$ cat src/pclc_pkg.sv
package pclc_pkg;

  // ----------------------------------------
  // Timing
  // ----------------------------------------
  localparam int CLK_MHZ = 250;
  localparam int OSC_KHZ = 1000;
  localparam int OSC_DIV = CLK_MHZ * 1000 / OSC_KHZ;
  localparam int LATCH_TIMEOUT_US = 500;
  localparam int OFF_TIMEOUT_US = 500;
  localparam int LATCH_OSC_TICKS = LATCH_TIMEOUT_US * OSC_KHZ / 1000;
  localparam int OFF_OSC_TICKS = OFF_TIMEOUT_US * OSC_KHZ / 1000;
  localparam int TICK_W = 10;

  // ----------------------------------------
  // Burst decode
  // ----------------------------------------
  localparam logic [4:0] DATA_MIN = 5'h01;
  localparam logic [4:0] DATA_MAX = 5'h10;
  localparam logic [4:0] ADDR_BASE = 5'h10;
  localparam logic [4:0] ADDR_MAX_EDGES = 5'h15;
  localparam logic [4:0] CNT_SAT = 5'h1f;

  // ----------------------------------------
  // Register addresses and reset value
  // ----------------------------------------
  localparam logic [2:0] ADDR_BOTH = 3'h1;
  localparam logic [2:0] ADDR_MAIN = 3'h2;
  localparam logic [2:0] ADDR_SUB = 3'h3;
  localparam logic [2:0] ADDR_RANGE = 3'h4;
  localparam logic [2:0] ADDR_LOW = 3'h5;
  localparam logic [3:0] REG_RESET = 4'h1;

  // ----------------------------------------
  // Range codes (stored value minus one)
  // ----------------------------------------
  localparam logic [3:0] RANGE_20MA = 4'h0;
  localparam logic [3:0] RANGE_30MA = 4'h1;
  localparam logic [3:0] RANGE_15MA = 4'h2;
  localparam logic [3:0] RANGE_LOW = 4'h3;

  // Sink current in units of 0.1 mA (low mode uses units of 0.05 mA)
  localparam int CUR_W = 9;

  typedef enum logic [1:0] {
    PUMP_1X = 2'b00,
    PUMP_1P5X = 2'b01,
    PUMP_2X = 2'b11
  } pclc_pump_e;

  typedef struct packed {
    logic [3:0] main_level;
    logic [3:0] sub_level;
    logic [3:0] range;
    logic [3:0] low_setting;
  } pclc_regs_s;

  typedef struct packed {
    logic low_mode;
    logic [CUR_W-1:0] main_cur;
    logic [CUR_W-1:0] sub_cur;
  } pclc_drive_s;

endpackage : pclc_pkg

$ cat src/pclc_top.sv
// Behaviour
// RULE_01 - 17 to 21 edges select address 1-5
// RULE_02 - 1 to 16 edges write data
// RULE_03 - Each register holds four bits
// RULE_04 - Latch only after high for latch timeout
// RULE_05 - Host sends address, pause, data, pause
// RULE_06 - Repeated data bursts reuse latched address
// RULE_07 - Long low enters shutdown, sinks off
// RULE_08 - Shutdown resets every register to one
// RULE_09 - Address one selected after shutdown
// RULE_10 - Address 1 both, 2 main, 3 sub
// RULE_11 - Address 4 range, address 5 low
// RULE_12 - Ranges 1-3 use table currents
// RULE_13 - Range 4 uses low-current register
// RULE_14 - Code 1 full, 16 zero current
// RULE_15 - Code 1 gives 20/30/15 mA
// RULE_16 - Default range is 20 mA
// RULE_17 - Accept edge rates above 1 MHz
// RULE_18 - Pump goes 1.5X then 2X on dropout
// RULE_19 - Range 1 20, 2 30, 3 15 mA
// RULE_20 - Host writes 4 then low setting
// RULE_21 - Host keeps burst highs under 75 us
// RULE_22 - Clear count on latch, drop above 21
// RULE_23 - Timeouts counted on oscillator ticks
`timescale 1ns/1ps
module pclc_top #(
  // Timeouts in oscillator ticks
  parameter int LATCH_TICKS = pclc_pkg::LATCH_OSC_TICKS,
  parameter int OFF_TICKS = pclc_pkg::OFF_OSC_TICKS
) (
  // Clock and reset
  input wire clk,
  input wire resetn,
  // Control pin
  input wire ctrl_pin,
  // Dropout sense from the sinks
  input wire dropout_near,
  // Drive outputs
  output logic enabled,
  output logic low_mode,
  output logic [pclc_pkg::CUR_W-1:0] main_led_sinks,
  output logic [pclc_pkg::CUR_W-1:0] sub_led_sinks,
  output pclc_pkg::pclc_pump_e pump_mode
);

  // ----------------------------------------
  // Decode helpers
  // ----------------------------------------
  // Burst count that carries a data value
  function automatic logic pclc_is_data(input logic [4:0] cnt);
    pclc_is_data = (cnt >= pclc_pkg::DATA_MIN) && (cnt <= pclc_pkg::DATA_MAX);
  endfunction : pclc_is_data

  // Burst count that selects an address
  function automatic logic pclc_is_addr(input logic [4:0] cnt);
    pclc_is_addr = (cnt > pclc_pkg::DATA_MAX) &&
                   (cnt <= pclc_pkg::ADDR_MAX_EDGES);
  endfunction : pclc_is_addr

  // Tick count cut to the counter width
  function automatic logic [pclc_pkg::TICK_W-1:0] pclc_ticks(input int n);
    pclc_ticks = pclc_pkg::TICK_W'(n);
  endfunction : pclc_ticks

  // ----------------------------------------
  // Pin synchroniser and edge detect
  // ----------------------------------------
  logic pin_meta_r;
  logic pin_sync_r;
  logic pin_prev_r;
  logic rise;
  logic fall;

  // Two-stage synchroniser, then history
  always_ff @(posedge clk or negedge resetn) begin
    if (!resetn) begin
      pin_meta_r <= 1'b0;
      pin_sync_r <= 1'b0;
      pin_prev_r <= 1'b0;
    end else begin
      pin_meta_r <= ctrl_pin;
      pin_sync_r <= pin_meta_r;
      pin_prev_r <= pin_sync_r;
    end
  end

  // Edges sampled at 250 MHz, well above 1 MHz bursts
  assign rise = pin_sync_r & ~pin_prev_r; // RULE_17
  assign fall = ~pin_sync_r & pin_prev_r;

  // ----------------------------------------
  // Oscillator tick divider
  // ----------------------------------------
  logic [7:0] div_r;
  logic tick;

  // One-cycle 1 MHz enable
  always_ff @(posedge clk or negedge resetn) begin
    if (!resetn) begin
      div_r <= 8'h00;
    end else if (div_r == 8'(pclc_pkg::OSC_DIV - 1)) begin
      div_r <= 8'h00;
    end else begin
      div_r <= div_r + 8'h01;
    end
  end

  assign tick = (div_r == 8'(pclc_pkg::OSC_DIV - 1));

  // ----------------------------------------
  // Timeout counters
  // ----------------------------------------
  logic [pclc_pkg::TICK_W-1:0] hi_cnt_r;
  logic [pclc_pkg::TICK_W-1:0] lo_cnt_r;
  logic latch_hit;
  logic off_hit;

  // High time, restarted on each rising edge
  always_ff @(posedge clk or negedge resetn) begin
    if (!resetn) begin
      hi_cnt_r <= '0;
    end else if (rise || !pin_sync_r) begin
      hi_cnt_r <= '0; // RULE_23
    end else if (tick && hi_cnt_r != pclc_ticks(LATCH_TICKS)) begin
      hi_cnt_r <= hi_cnt_r + pclc_ticks(1);
    end
  end

  // Low time, restarted on each falling edge
  always_ff @(posedge clk or negedge resetn) begin
    if (!resetn) begin
      lo_cnt_r <= '0;
    end else if (fall || pin_sync_r) begin
      lo_cnt_r <= '0; // RULE_23
    end else if (tick && lo_cnt_r != pclc_ticks(OFF_TICKS)) begin
      lo_cnt_r <= lo_cnt_r + pclc_ticks(1);
    end
  end

  // Pulses when a count first reaches its timeout
  assign latch_hit = pin_sync_r && tick &&
    hi_cnt_r == pclc_ticks(LATCH_TICKS - 1); // RULE_04
  assign off_hit = !pin_sync_r && tick &&
    lo_cnt_r == pclc_ticks(OFF_TICKS - 1); // RULE_07

  // ----------------------------------------
  // Enable and edge counting
  // ----------------------------------------
  logic enabled_r;
  logic [4:0] edge_cnt_r;
  logic [2:0] addr_r;
  logic is_data;
  logic is_addr;

  // Shutdown after long low, wake on a rising edge
  always_ff @(posedge clk or negedge resetn) begin
    if (!resetn) begin
      enabled_r <= 1'b0;
    end else if (off_hit) begin
      enabled_r <= 1'b0; // RULE_07
    end else if (rise) begin
      enabled_r <= 1'b1;
    end
  end

  // Burst edge counter, saturating, cleared on latch
  always_ff @(posedge clk or negedge resetn) begin
    if (!resetn) begin
      edge_cnt_r <= '0;
    end else if (off_hit || latch_hit) begin
      edge_cnt_r <= '0; // RULE_22
    end else if (rise && edge_cnt_r != pclc_pkg::CNT_SAT) begin
      edge_cnt_r <= edge_cnt_r + 5'h01;
    end
  end

  assign is_data = pclc_is_data(edge_cnt_r); // RULE_02
  assign is_addr = pclc_is_addr(edge_cnt_r); // RULE_01

  // Selected address, back to 1 on shutdown
  always_ff @(posedge clk or negedge resetn) begin
    if (!resetn) begin
      addr_r <= pclc_pkg::ADDR_BOTH;
    end else if (off_hit) begin
      addr_r <= pclc_pkg::ADDR_BOTH; // RULE_09
    end else if (latch_hit && is_addr) begin
      addr_r <= 3'(edge_cnt_r - pclc_pkg::ADDR_BASE); // RULE_01
    end
  end

  // ----------------------------------------
  // Register file (stored as value minus one)
  // ----------------------------------------
  localparam logic [3:0] REG_CLEAR = pclc_pkg::REG_RESET - 4'h1;
  logic [3:0] main_lvl_r;
  logic [3:0] sub_lvl_r;
  logic [3:0] range_r;
  logic [3:0] low_set_r;
  logic [3:0] wdata;
  logic wr_en;
  logic wr_main;
  logic wr_sub;
  logic wr_range;
  logic wr_low;
  pclc_pkg::pclc_regs_s regs;

  assign wdata = 4'(edge_cnt_r - 5'h01); // RULE_03
  assign wr_en = latch_hit && is_data; // RULE_06

  // Route a data write to the fields of the held address
  always_comb begin
    wr_main = 1'b0;
    wr_sub = 1'b0;
    wr_range = 1'b0;
    wr_low = 1'b0;
    if (addr_r == pclc_pkg::ADDR_BOTH) begin
      wr_main = wr_en; // RULE_10
      wr_sub = wr_en;
    end else if (addr_r == pclc_pkg::ADDR_MAIN) begin
      wr_main = wr_en; // RULE_10
    end else if (addr_r == pclc_pkg::ADDR_SUB) begin
      wr_sub = wr_en; // RULE_10
    end else if (addr_r == pclc_pkg::ADDR_RANGE) begin
      wr_range = wr_en; // RULE_11
    end else if (addr_r == pclc_pkg::ADDR_LOW) begin
      wr_low = wr_en; // RULE_11
    end
  end

  // Main group code, back to one on shutdown
  always_ff @(posedge clk or negedge resetn) begin
    if (!resetn) begin
      main_lvl_r <= REG_CLEAR;
    end else if (off_hit) begin
      main_lvl_r <= REG_CLEAR; // RULE_08
    end else if (wr_main) begin
      main_lvl_r <= wdata;
    end
  end

  // Sub group code, back to one on shutdown
  always_ff @(posedge clk or negedge resetn) begin
    if (!resetn) begin
      sub_lvl_r <= REG_CLEAR;
    end else if (off_hit) begin
      sub_lvl_r <= REG_CLEAR; // RULE_08
    end else if (wr_sub) begin
      sub_lvl_r <= wdata;
    end
  end

  // Full-scale range, 20 mA scale while cleared
  always_ff @(posedge clk or negedge resetn) begin
    if (!resetn) begin
      range_r <= REG_CLEAR; // RULE_16
    end else if (off_hit) begin
      range_r <= REG_CLEAR; // RULE_08
    end else if (wr_range) begin
      range_r <= wdata;
    end
  end

  // Low-current setting, back to one on shutdown
  always_ff @(posedge clk or negedge resetn) begin
    if (!resetn) begin
      low_set_r <= REG_CLEAR;
    end else if (off_hit) begin
      low_set_r <= REG_CLEAR; // RULE_08
    end else if (wr_low) begin
      low_set_r <= wdata;
    end
  end

  // Fields gathered for the current map
  assign regs = {main_lvl_r, sub_lvl_r, range_r, low_set_r};

  // ----------------------------------------
  // Current resolution
  // ----------------------------------------
  pclc_pkg::pclc_drive_s drive;

  // Range 0 stored means 20 mA scale after reset
  pclc_level_map u_map ( // RULE_16
    .regs(regs),
    .drive(drive)
  );

  // Enable flag out
  always_ff @(posedge clk or negedge resetn) begin
    if (!resetn) begin
      enabled <= 1'b0;
    end else begin
      enabled <= enabled_r; // RULE_07
    end
  end

  // Low-current mode flag out, off in shutdown
  always_ff @(posedge clk or negedge resetn) begin
    if (!resetn) begin
      low_mode <= 1'b0;
    end else begin
      low_mode <= enabled_r & drive.low_mode; // RULE_13
    end
  end

  // Main group current out, zero in shutdown
  always_ff @(posedge clk or negedge resetn) begin
    if (!resetn) begin
      main_led_sinks <= '0;
    end else begin
      main_led_sinks <= enabled_r ? drive.main_cur : '0; // RULE_15
    end
  end

  // Sub group current out, zero in shutdown
  always_ff @(posedge clk or negedge resetn) begin
    if (!resetn) begin
      sub_led_sinks <= '0;
    end else begin
      sub_led_sinks <= enabled_r ? drive.sub_cur : '0; // RULE_07
    end
  end

  // ----------------------------------------
  // Pump mode controller
  // ----------------------------------------
  logic drop_meta_r;
  logic drop_sync_r;

  // Dropout sense is analogue-side, synchronise it
  always_ff @(posedge clk or negedge resetn) begin
    if (!resetn) begin
      drop_meta_r <= 1'b0;
      drop_sync_r <= 1'b0;
    end else begin
      drop_meta_r <= dropout_near;
      drop_sync_r <= drop_meta_r;
    end
  end

  // Step 1X to 1.5X to 2X, evaluated each oscillator tick
  always_ff @(posedge clk or negedge resetn) begin
    if (!resetn) begin
      pump_mode <= pclc_pkg::PUMP_1X;
    end else if (!enabled_r) begin
      pump_mode <= pclc_pkg::PUMP_1X; // RULE_07
    end else if (tick && drop_sync_r) begin
      case (pump_mode)
        pclc_pkg::PUMP_1X: pump_mode <= pclc_pkg::PUMP_1P5X; // RULE_18
        pclc_pkg::PUMP_1P5X: pump_mode <= pclc_pkg::PUMP_2X; // RULE_18
        default: pump_mode <= pclc_pkg::PUMP_2X;
      endcase
    end
  end

endmodule : pclc_top

$ cat src/pclc_level_map.sv
`timescale 1ns/1ps
module pclc_level_map (
  // Programmed registers
  input wire pclc_pkg::pclc_regs_s regs,
  // Resolved drive
  output pclc_pkg::pclc_drive_s drive
);

  // Level table, 0.1 mA units
  function automatic logic [8:0] pclc_level(input logic [3:0] code,
                                            input logic [3:0] rng);
    logic [8:0] t20 [16];
    logic [8:0] t30 [16];
    logic [8:0] t15 [16];
    t20 = '{9'd200, 9'd178, 9'd159, 9'd143, 9'd127, 9'd111, 9'd102,
            9'd89, 9'd79, 9'd70, 9'd63, 9'd57, 9'd51, 9'd44, 9'd41, 9'd0};
    t30 = '{9'd300, 9'd267, 9'd238, 9'd214, 9'd190, 9'd167, 9'd152,
            9'd133, 9'd119, 9'd105, 9'd95, 9'd86, 9'd76, 9'd67, 9'd62, 9'd0};
    t15 = '{9'd150, 9'd133, 9'd119, 9'd107, 9'd95, 9'd83, 9'd76,
            9'd67, 9'd60, 9'd52, 9'd48, 9'd43, 9'd38, 9'd33, 9'd31, 9'd0};
    if (rng == pclc_pkg::RANGE_30MA) begin // RULE_19
      pclc_level = t30[code];
    end else if (rng == pclc_pkg::RANGE_15MA) begin
      pclc_level = t15[code];
    end else begin
      pclc_level = t20[code];
    end
  endfunction : pclc_level

  // Low-current table, 0.05 mA units, by level index
  function automatic logic [8:0] pclc_low(input logic [1:0] sel);
    case (sel)
      2'h0: pclc_low = 9'h001;
      2'h1: pclc_low = 9'h00a;
      2'h2: pclc_low = 9'h014;
      default: pclc_low = 9'h028;
    endcase
  endfunction : pclc_low

  // Resolve the sink currents from the codes
  always_comb begin
    drive.low_mode = (regs.range == pclc_pkg::RANGE_LOW); // RULE_13
    if (drive.low_mode) begin
      // Bit 3 turns the main group on, bit 2 the sub group
      drive.main_cur = regs.low_setting[3] ?
                       pclc_low(regs.low_setting[1:0]) : '0;
      drive.sub_cur = regs.low_setting[2] ?
                      pclc_low(regs.low_setting[1:0]) : '0;
    end else begin
      drive.main_cur = pclc_level(regs.main_level, regs.range); // RULE_12
      drive.sub_cur = pclc_level(regs.sub_level, regs.range); // RULE_14
    end
  end

endmodule : pclc_level_map

$ cat config.mk
export PLATFORM = sky130hd
export DESIGN_NAME = pclc_top
export DESIGN_NICKNAME = d
export VERILOG_FILES = /design/src/pclc_pkg.sv /design/src/pclc_top.sv /design/src/pclc_level_map.sv
export SDC_FILE = /design/constraint.sdc
export NUM_CORES = 1
export LEC_CHECK = 0
export ABC_AREA = 0
export ABC_CLOCK_PERIOD_IN_PS = 2800
export BUFFER_PORTS_ARGS = -buffer_cell sky130_fd_sc_hd__buf_2
export CORE_MARGIN = 4
export CORE_UTILIZATION = 30
export CTS_BUF_LIST = sky130_fd_sc_hd__clkbuf_2 sky130_fd_sc_hd__clkbuf_4 sky130_fd_sc_hd__clkbuf_8
export CTS_CLUSTER_DIAMETER = 120
export CTS_CLUSTER_SIZE = 8
export DETAILED_ROUTE_END_ITERATION = 10
export HOLD_SLACK_MARGIN = 0.03
export PLACE_DENSITY = 0.48
export SYNTH_ARGS = -nofsm -noshare
export SYNTH_HDL_FRONTEND = slang
export SYNTH_HIERARCHICAL = 1
export SYNTH_SLANG_ARGS = --single-unit
export TNS_END_PERCENT = 1
$ cat constraint.sdc
create_clock -name clk -period 2.8 [get_ports clk]
set_input_delay 0.14 -clock clk [delete_from_list [all_inputs] [get_ports clk]]
set_output_delay 0.14 -clock clk [all_outputs]
set_load 0.02 [all_outputs]
# Yosys cells after proc, flatten, opt, wreduce, memory -nomap -nowiden
# Memory sizes are Yosys's and may differ from the RTL's.
# Cells that the tools add are included.
[word_totals]
regBits = 80
mem_bits_ro = 864
mem_count = 6
[classes]
addsub = 6
order_cmp = 6
eq_ne = 17
n_mux = 58
bitwise_logic = 7
reduce_logical = 27
[memory_table]
columns = ["memory", "depth", "width", "read_ports", "rd_clocked_by_memory_dff", "wr", "line_no", "rtl"]
rows = [
  ["(no name shown)", 16, 9, 1, 0, 0, "pclc_level_map.sv:22", "pclc_level = t30[code];"],
  ["(no name shown)", 16, 9, 1, 0, 0, "pclc_level_map.sv:24", "pclc_level = t15[code];"],
  ["(no name shown)", 16, 9, 1, 0, 0, "pclc_level_map.sv:26", "pclc_level = t20[code];"],
  ["(no name shown)", 16, 9, 1, 0, 0, "pclc_level_map.sv:24", ""],
  ["(no name shown)", 16, 9, 1, 0, 0, "pclc_level_map.sv:26", ""],
  ["(no name shown)", 16, 9, 1, 0, 0, "pclc_level_map.sv:22", ""],
]
[op_table]
columns = ["operator", "count"]
rows = [
  ["$mux W9", 18],
  ["$mux W10", 4],
  ["$mux W4", 8],
  ["$add A10 B1 Y10 const B", 2],
  ["$eq A10 B9 Y1 const B", 2],
  ["$ne A10 B9 Y1 const B", 2],
  ["$mux W18", 1],
  ["$pmux W6 S3", 1],
  ["$reduce_bool A2 Y1", 9],
  ["$mux W1", 16],
  ["$logic_and A1 B1 Y1", 12],
  ["$mux W6", 2],
  ["$ge A5 B5 Y1 const B", 2],
  ["$le A5 B5 Y1 const B", 2],
  ["$mux W5", 2],
  ["$not A4 Y5", 2],
  ["$add A8 B1 Y8 const B", 1],
  ["$eq A4 B2 Y1 const B", 2],
  ["$eq A8 B8 Y1 const B", 1],
  ["$mux W8", 1],
  ["$eq A3 B2 Y1 const B", 2],
  ["$eq A3 B3 Y1 const B", 2],
  ["$mux W2", 3],
  ["$mux W3", 2],
  ["16 further kinds", 22],
]

# Logic depth before layout (Yosys ltp)
[depth]
depth_word = 11
ltp_mapped = 9
depth_no_buf = 7

# Hierarchy
# The synthesis kept the hierarchy.
[modules_own_cells]
columns = ["mod", "instances", "cells_per_inst", "area_each_um2", "seq_area_each_um2"]
rows = [
  ["pclc_top", 1, 351, 3811.2, 2003.2],
  ["pclc_level_map", 1, 238, 1622.8, 0.0],
]

# Worst setup path before layout
# No wires, ideal clock.
[synth_path]
kind = "flip-flop to flip-flop"
start = "reg main_lvl_r[1]"
end = "reg main_led_sinks[3] (netlist bit)"
t_arrival_ns = 2.280
path_slack_ns = 0.401
stages_incl_launch_ff = 9
n_path_buf = 1
synth_period_minus_slack_ns = 2.399
path_cell_list = "dfrtp_1 clkbuf_1 inv_1 ha_1 or3b_1 nor3b_1 or3_1 a32o_1 and2_1"
[synth_rtl]
columns = ["item", "line_no", "rtl"]
rows = [
  ["start: declaration", "pclc_top.sv:195", "logic [3:0] main_lvl_r;"],
  ["start signal: assignment", "pclc_top.sv:237", "main_lvl_r <= wdata;"],
  ["end signal: assignment", "pclc_top.sv:311", "main_led_sinks <= enabled_r ? drive.main_cur : '0;"],
  ["end: declaration", "pclc_top.sv:41", "output logic [pclc_pkg::CUR_W-1:0] main_led_sinks,"],
]

==> flow_metrics.tcl <==
set metrics [dict create \
    grt_pass1_vias 4572 \
    ys.warnings.count 6 \
    peakVddDrop_mv 0.233 \
    synth.largest_area_cell "dfrtp_1" \
    num_vias 4608 \
    slew_violations 0 \
    tritoncts "built" \
    rsz0062_at_grt "no" \
    clockBufferDepth 2 \
    rrSetupSlack_ns 0.54 \
    overflow 0 \
    finalSetupTns_ns 0 \
    htree_levels 3 \
    synth_adder_area_share_pct 5.99 \
    grt_usage_pct 13.7 \
    dp_hpwl_um 9540 \
    postRouteWirelength_um 13400 \
    clkTransAtPathRegs_ns 0.09 \
    final_nets 632 \
    cts_buffers 9 \
    syn_avg_cell_area_sq_um 9.23 \
    utilization_pct 34.3 \
    setup_viol_count_final 0 \
    die_height_um 143 \
    num_io_pins 26 \
    synthXorXnorAreaFrac_pct 2.58 \
    timing.rr.start "sub_lvl_r[0]" \
    initial_utilization_pct 31.0 \
    drive_gt1_share_pct 13.7 \
    power.density_nw_per_um2 439 \
    endpoint "sub_led_sinks[1]" \
    met1_usage_pct 18.4 \
    synth_top_family_by_area "simple AND/OR/NAND/NOR gates" \
    cap_violations 0 \
    syn-num-nets 619 \
    cts-root-buf "clkbuf_8" \
    grt_use_met3_pct 3.60 \
    synth_seq_cells 80 \
    port_buffers 25 \
    first_iter_violations 347 \
    avgRoutedWirePerCell_um 16.1 \
    critPathLaunch "sub_lvl_r[0]" \
    worstSkewPairLatency_ns 0.37 \
    cp-end-kind "register" \
    max_freq_ghz 0.443 \
    status "completed" \
    worstPathArrival_ns 2.56 \
    p_leak_nw 2.45 \
    syn_inst 589 \
    synth_edf_count 0 \
    yosysSeqAreaShare_pct 36.9 \
    dieArea_sq_um 20300 \
    cts_sinks 80 \
    tightest_slew_ns 1.04 \
    path_class "reg2reg" \
    cp.required_ns 3.10 \
    synth_ff_type "dfrtp_1" \
    async_flop_share_pct 100 \
    min_from "pin_meta_r" \
    final_cells 832 \
    placed_cells 813 \
    start_kind "register" \
    syn_to_final_growth_pct 10.8 \
    dieWidth_um 143 \
    clock_skew_ns 0.0116 \
    post-route-drc-count 0 \
    rows 48 \
    final_common_cell "dfrtp_1" \
    synth.area.mux_share_pct 5.36 \
    cts_setup_buffers 0 \
    grt_busiest_layer "met2" \
    place_area_sq_um 5760 \
    synthDistinctLibCells 80 \
    grt_max_degree 81 \
    antenna_found_initial 0 \
    synth-simple-area-share_pct 23.5 \
    fin_crit_sh_pct 80.6 \
    synth_compound_gate_area_share_pct 20.7 \
    use_met2_pct 21.7 \
    ant_nets 0 \
    yosysTopAreaCellShare_pct 36.4 \
    min_period_ns 2.26 \
    coreArea_sq_um 17500 \
    grt_pass1_wl_um 22800 \
    netlist_area_sq_um 5430 \
    hold_viol_final 0 \
    cp_max_fo 12 \
    ys_top_cells_by_area "dfrtp_1 (36%), ha_1 (6.0%), mux2i_1 (3.5%)" \
    regToRegEndpoint "sub_led_sinks[1]" \
    num_antenna_cells 0 \
    final_cell_mix "dfrtp_1 (79), nor2_1 (39), o21ai_0 (35), nand2_1 (33), a21oi_1 (33)" \
    r2r.worst_path.cells 7 \
    max-slew-margin-rel_pct 30.8 \
    place_congestion 0.868 \
    firstDrtPassIters 5 \
    final_area_sq_um 6020 \
    hold_class "reg2reg" \
    vias_per_cell 5.54 \
]
==> state kept, by name (all words and copies together) (netlist names), 5 cells and up <==
| name | flops |
|---|---|
| div_r | 8 |
| lo_cnt_r | 10 |
| main_led_sinks | 9 |
| sub_led_sinks | 9 |
| edge_cnt_r | 5 |
| hi_cnt_r | 10 |
==> per-stage QoR <==
step	hold slack [ns]	worst slack (ns)	power [mW]
detailed placement	0.255	0.558	1.68
global route	0.365	0.398	2.80
finish	0.354	0.543	2.64
CTS	0.354	0.533	2.70
floorplan	-0.156	0.401	1.57
global placement	0.249	0.625	1.68
==> cells by family after synthesis <==
logic type	after synthesis
AOI/OAI and AO/OA	161
xor gates and xnor gates	16
adders and majority gates	26
buffers and inverters	63
DFF	80
muxes	24
and+or+nand+nor	219
==> metal layers <==
metal	vias up	share of wire (%)	wire, um
met2	111	47	6230
met4	0	1.4	190
met3	23	5.3	703
met1	2273	47	6260
li1	2201	-	-
met5	-	0	0
==> what timing repair did <==
action                                 CTS  global route
endpoints found under the hold margin   81             0
setup endpoints to repair                0             0
gates resized for setup                  0             0
hold buffers                             3             0
==> how the worst min path moves through the flow <==
stage	endpoint	slack, ns	cells after the start
final	pin_sync_r	0.35	0
after global routing	pin_sync_r	0.37	0
after CTS	pin_sync_r	0.35	0
after detailed placement	pin_meta_r	0.26	1
after global placement	drop_meta_r	0.25	1
after floorplan	addr_r[1]	-0.16	0
==> cells in the mapped netlist, drive strengths merged, types with 3 or more instances <==
cell     n
xor2     6
or4      6
o31ai   10
nand2   34
xnor2   10
o21ai   42
a211oi  13
and4     7
and3b    4
nor3b    5
a221oi   5
o221ai   3
nor3    15
nor2b   11
dfrtp   79
mux4     4
a21oi   34
nand3b   3
or2      6
nand2b  11
o311a    3
inv     24
nand4   15
and3     7
a31o     4
nand3   16
a21boi   3
o21bai   3
a311oi   4
buf     17
nor2    39
clkbuf  22
o211ai   8
and2    22
nor4     5
ha      26
mux2i   19
or3      7
o311ai   5
==> cell type report <==
class,instances,area (sq um)
Multi-Input combinational cell,446,3160
Tap cell,225,282
Inverter,24,90.1
Fill cell,1825,11500
Clock inverter,4,76.3
Timing Repair Buffer,41,255
Sequential cell,80,2000
Clock buffer,12,153
==> power breakdown <==
| part | switching [mW] | internal, mW |
|---|---|---|
| registers | 0.0686 | 1.19 |
| logic | 0.228 | 0.167 |
| clock network | 0.436 | 0.550 |
| total | 0.733 | 1.91 |
==> critical path: stages, from the launching register on <==
cell and delay, ns:
dfrtp_1 0.56, inv_1 0.19, ha_1 0.38, inv_1 0.06, mux4_2 0.46, o221a_2 0.28
a31oi_1 0.12, and2_1 0.14
Note: power is estimated with default switching activity, not from simulation.
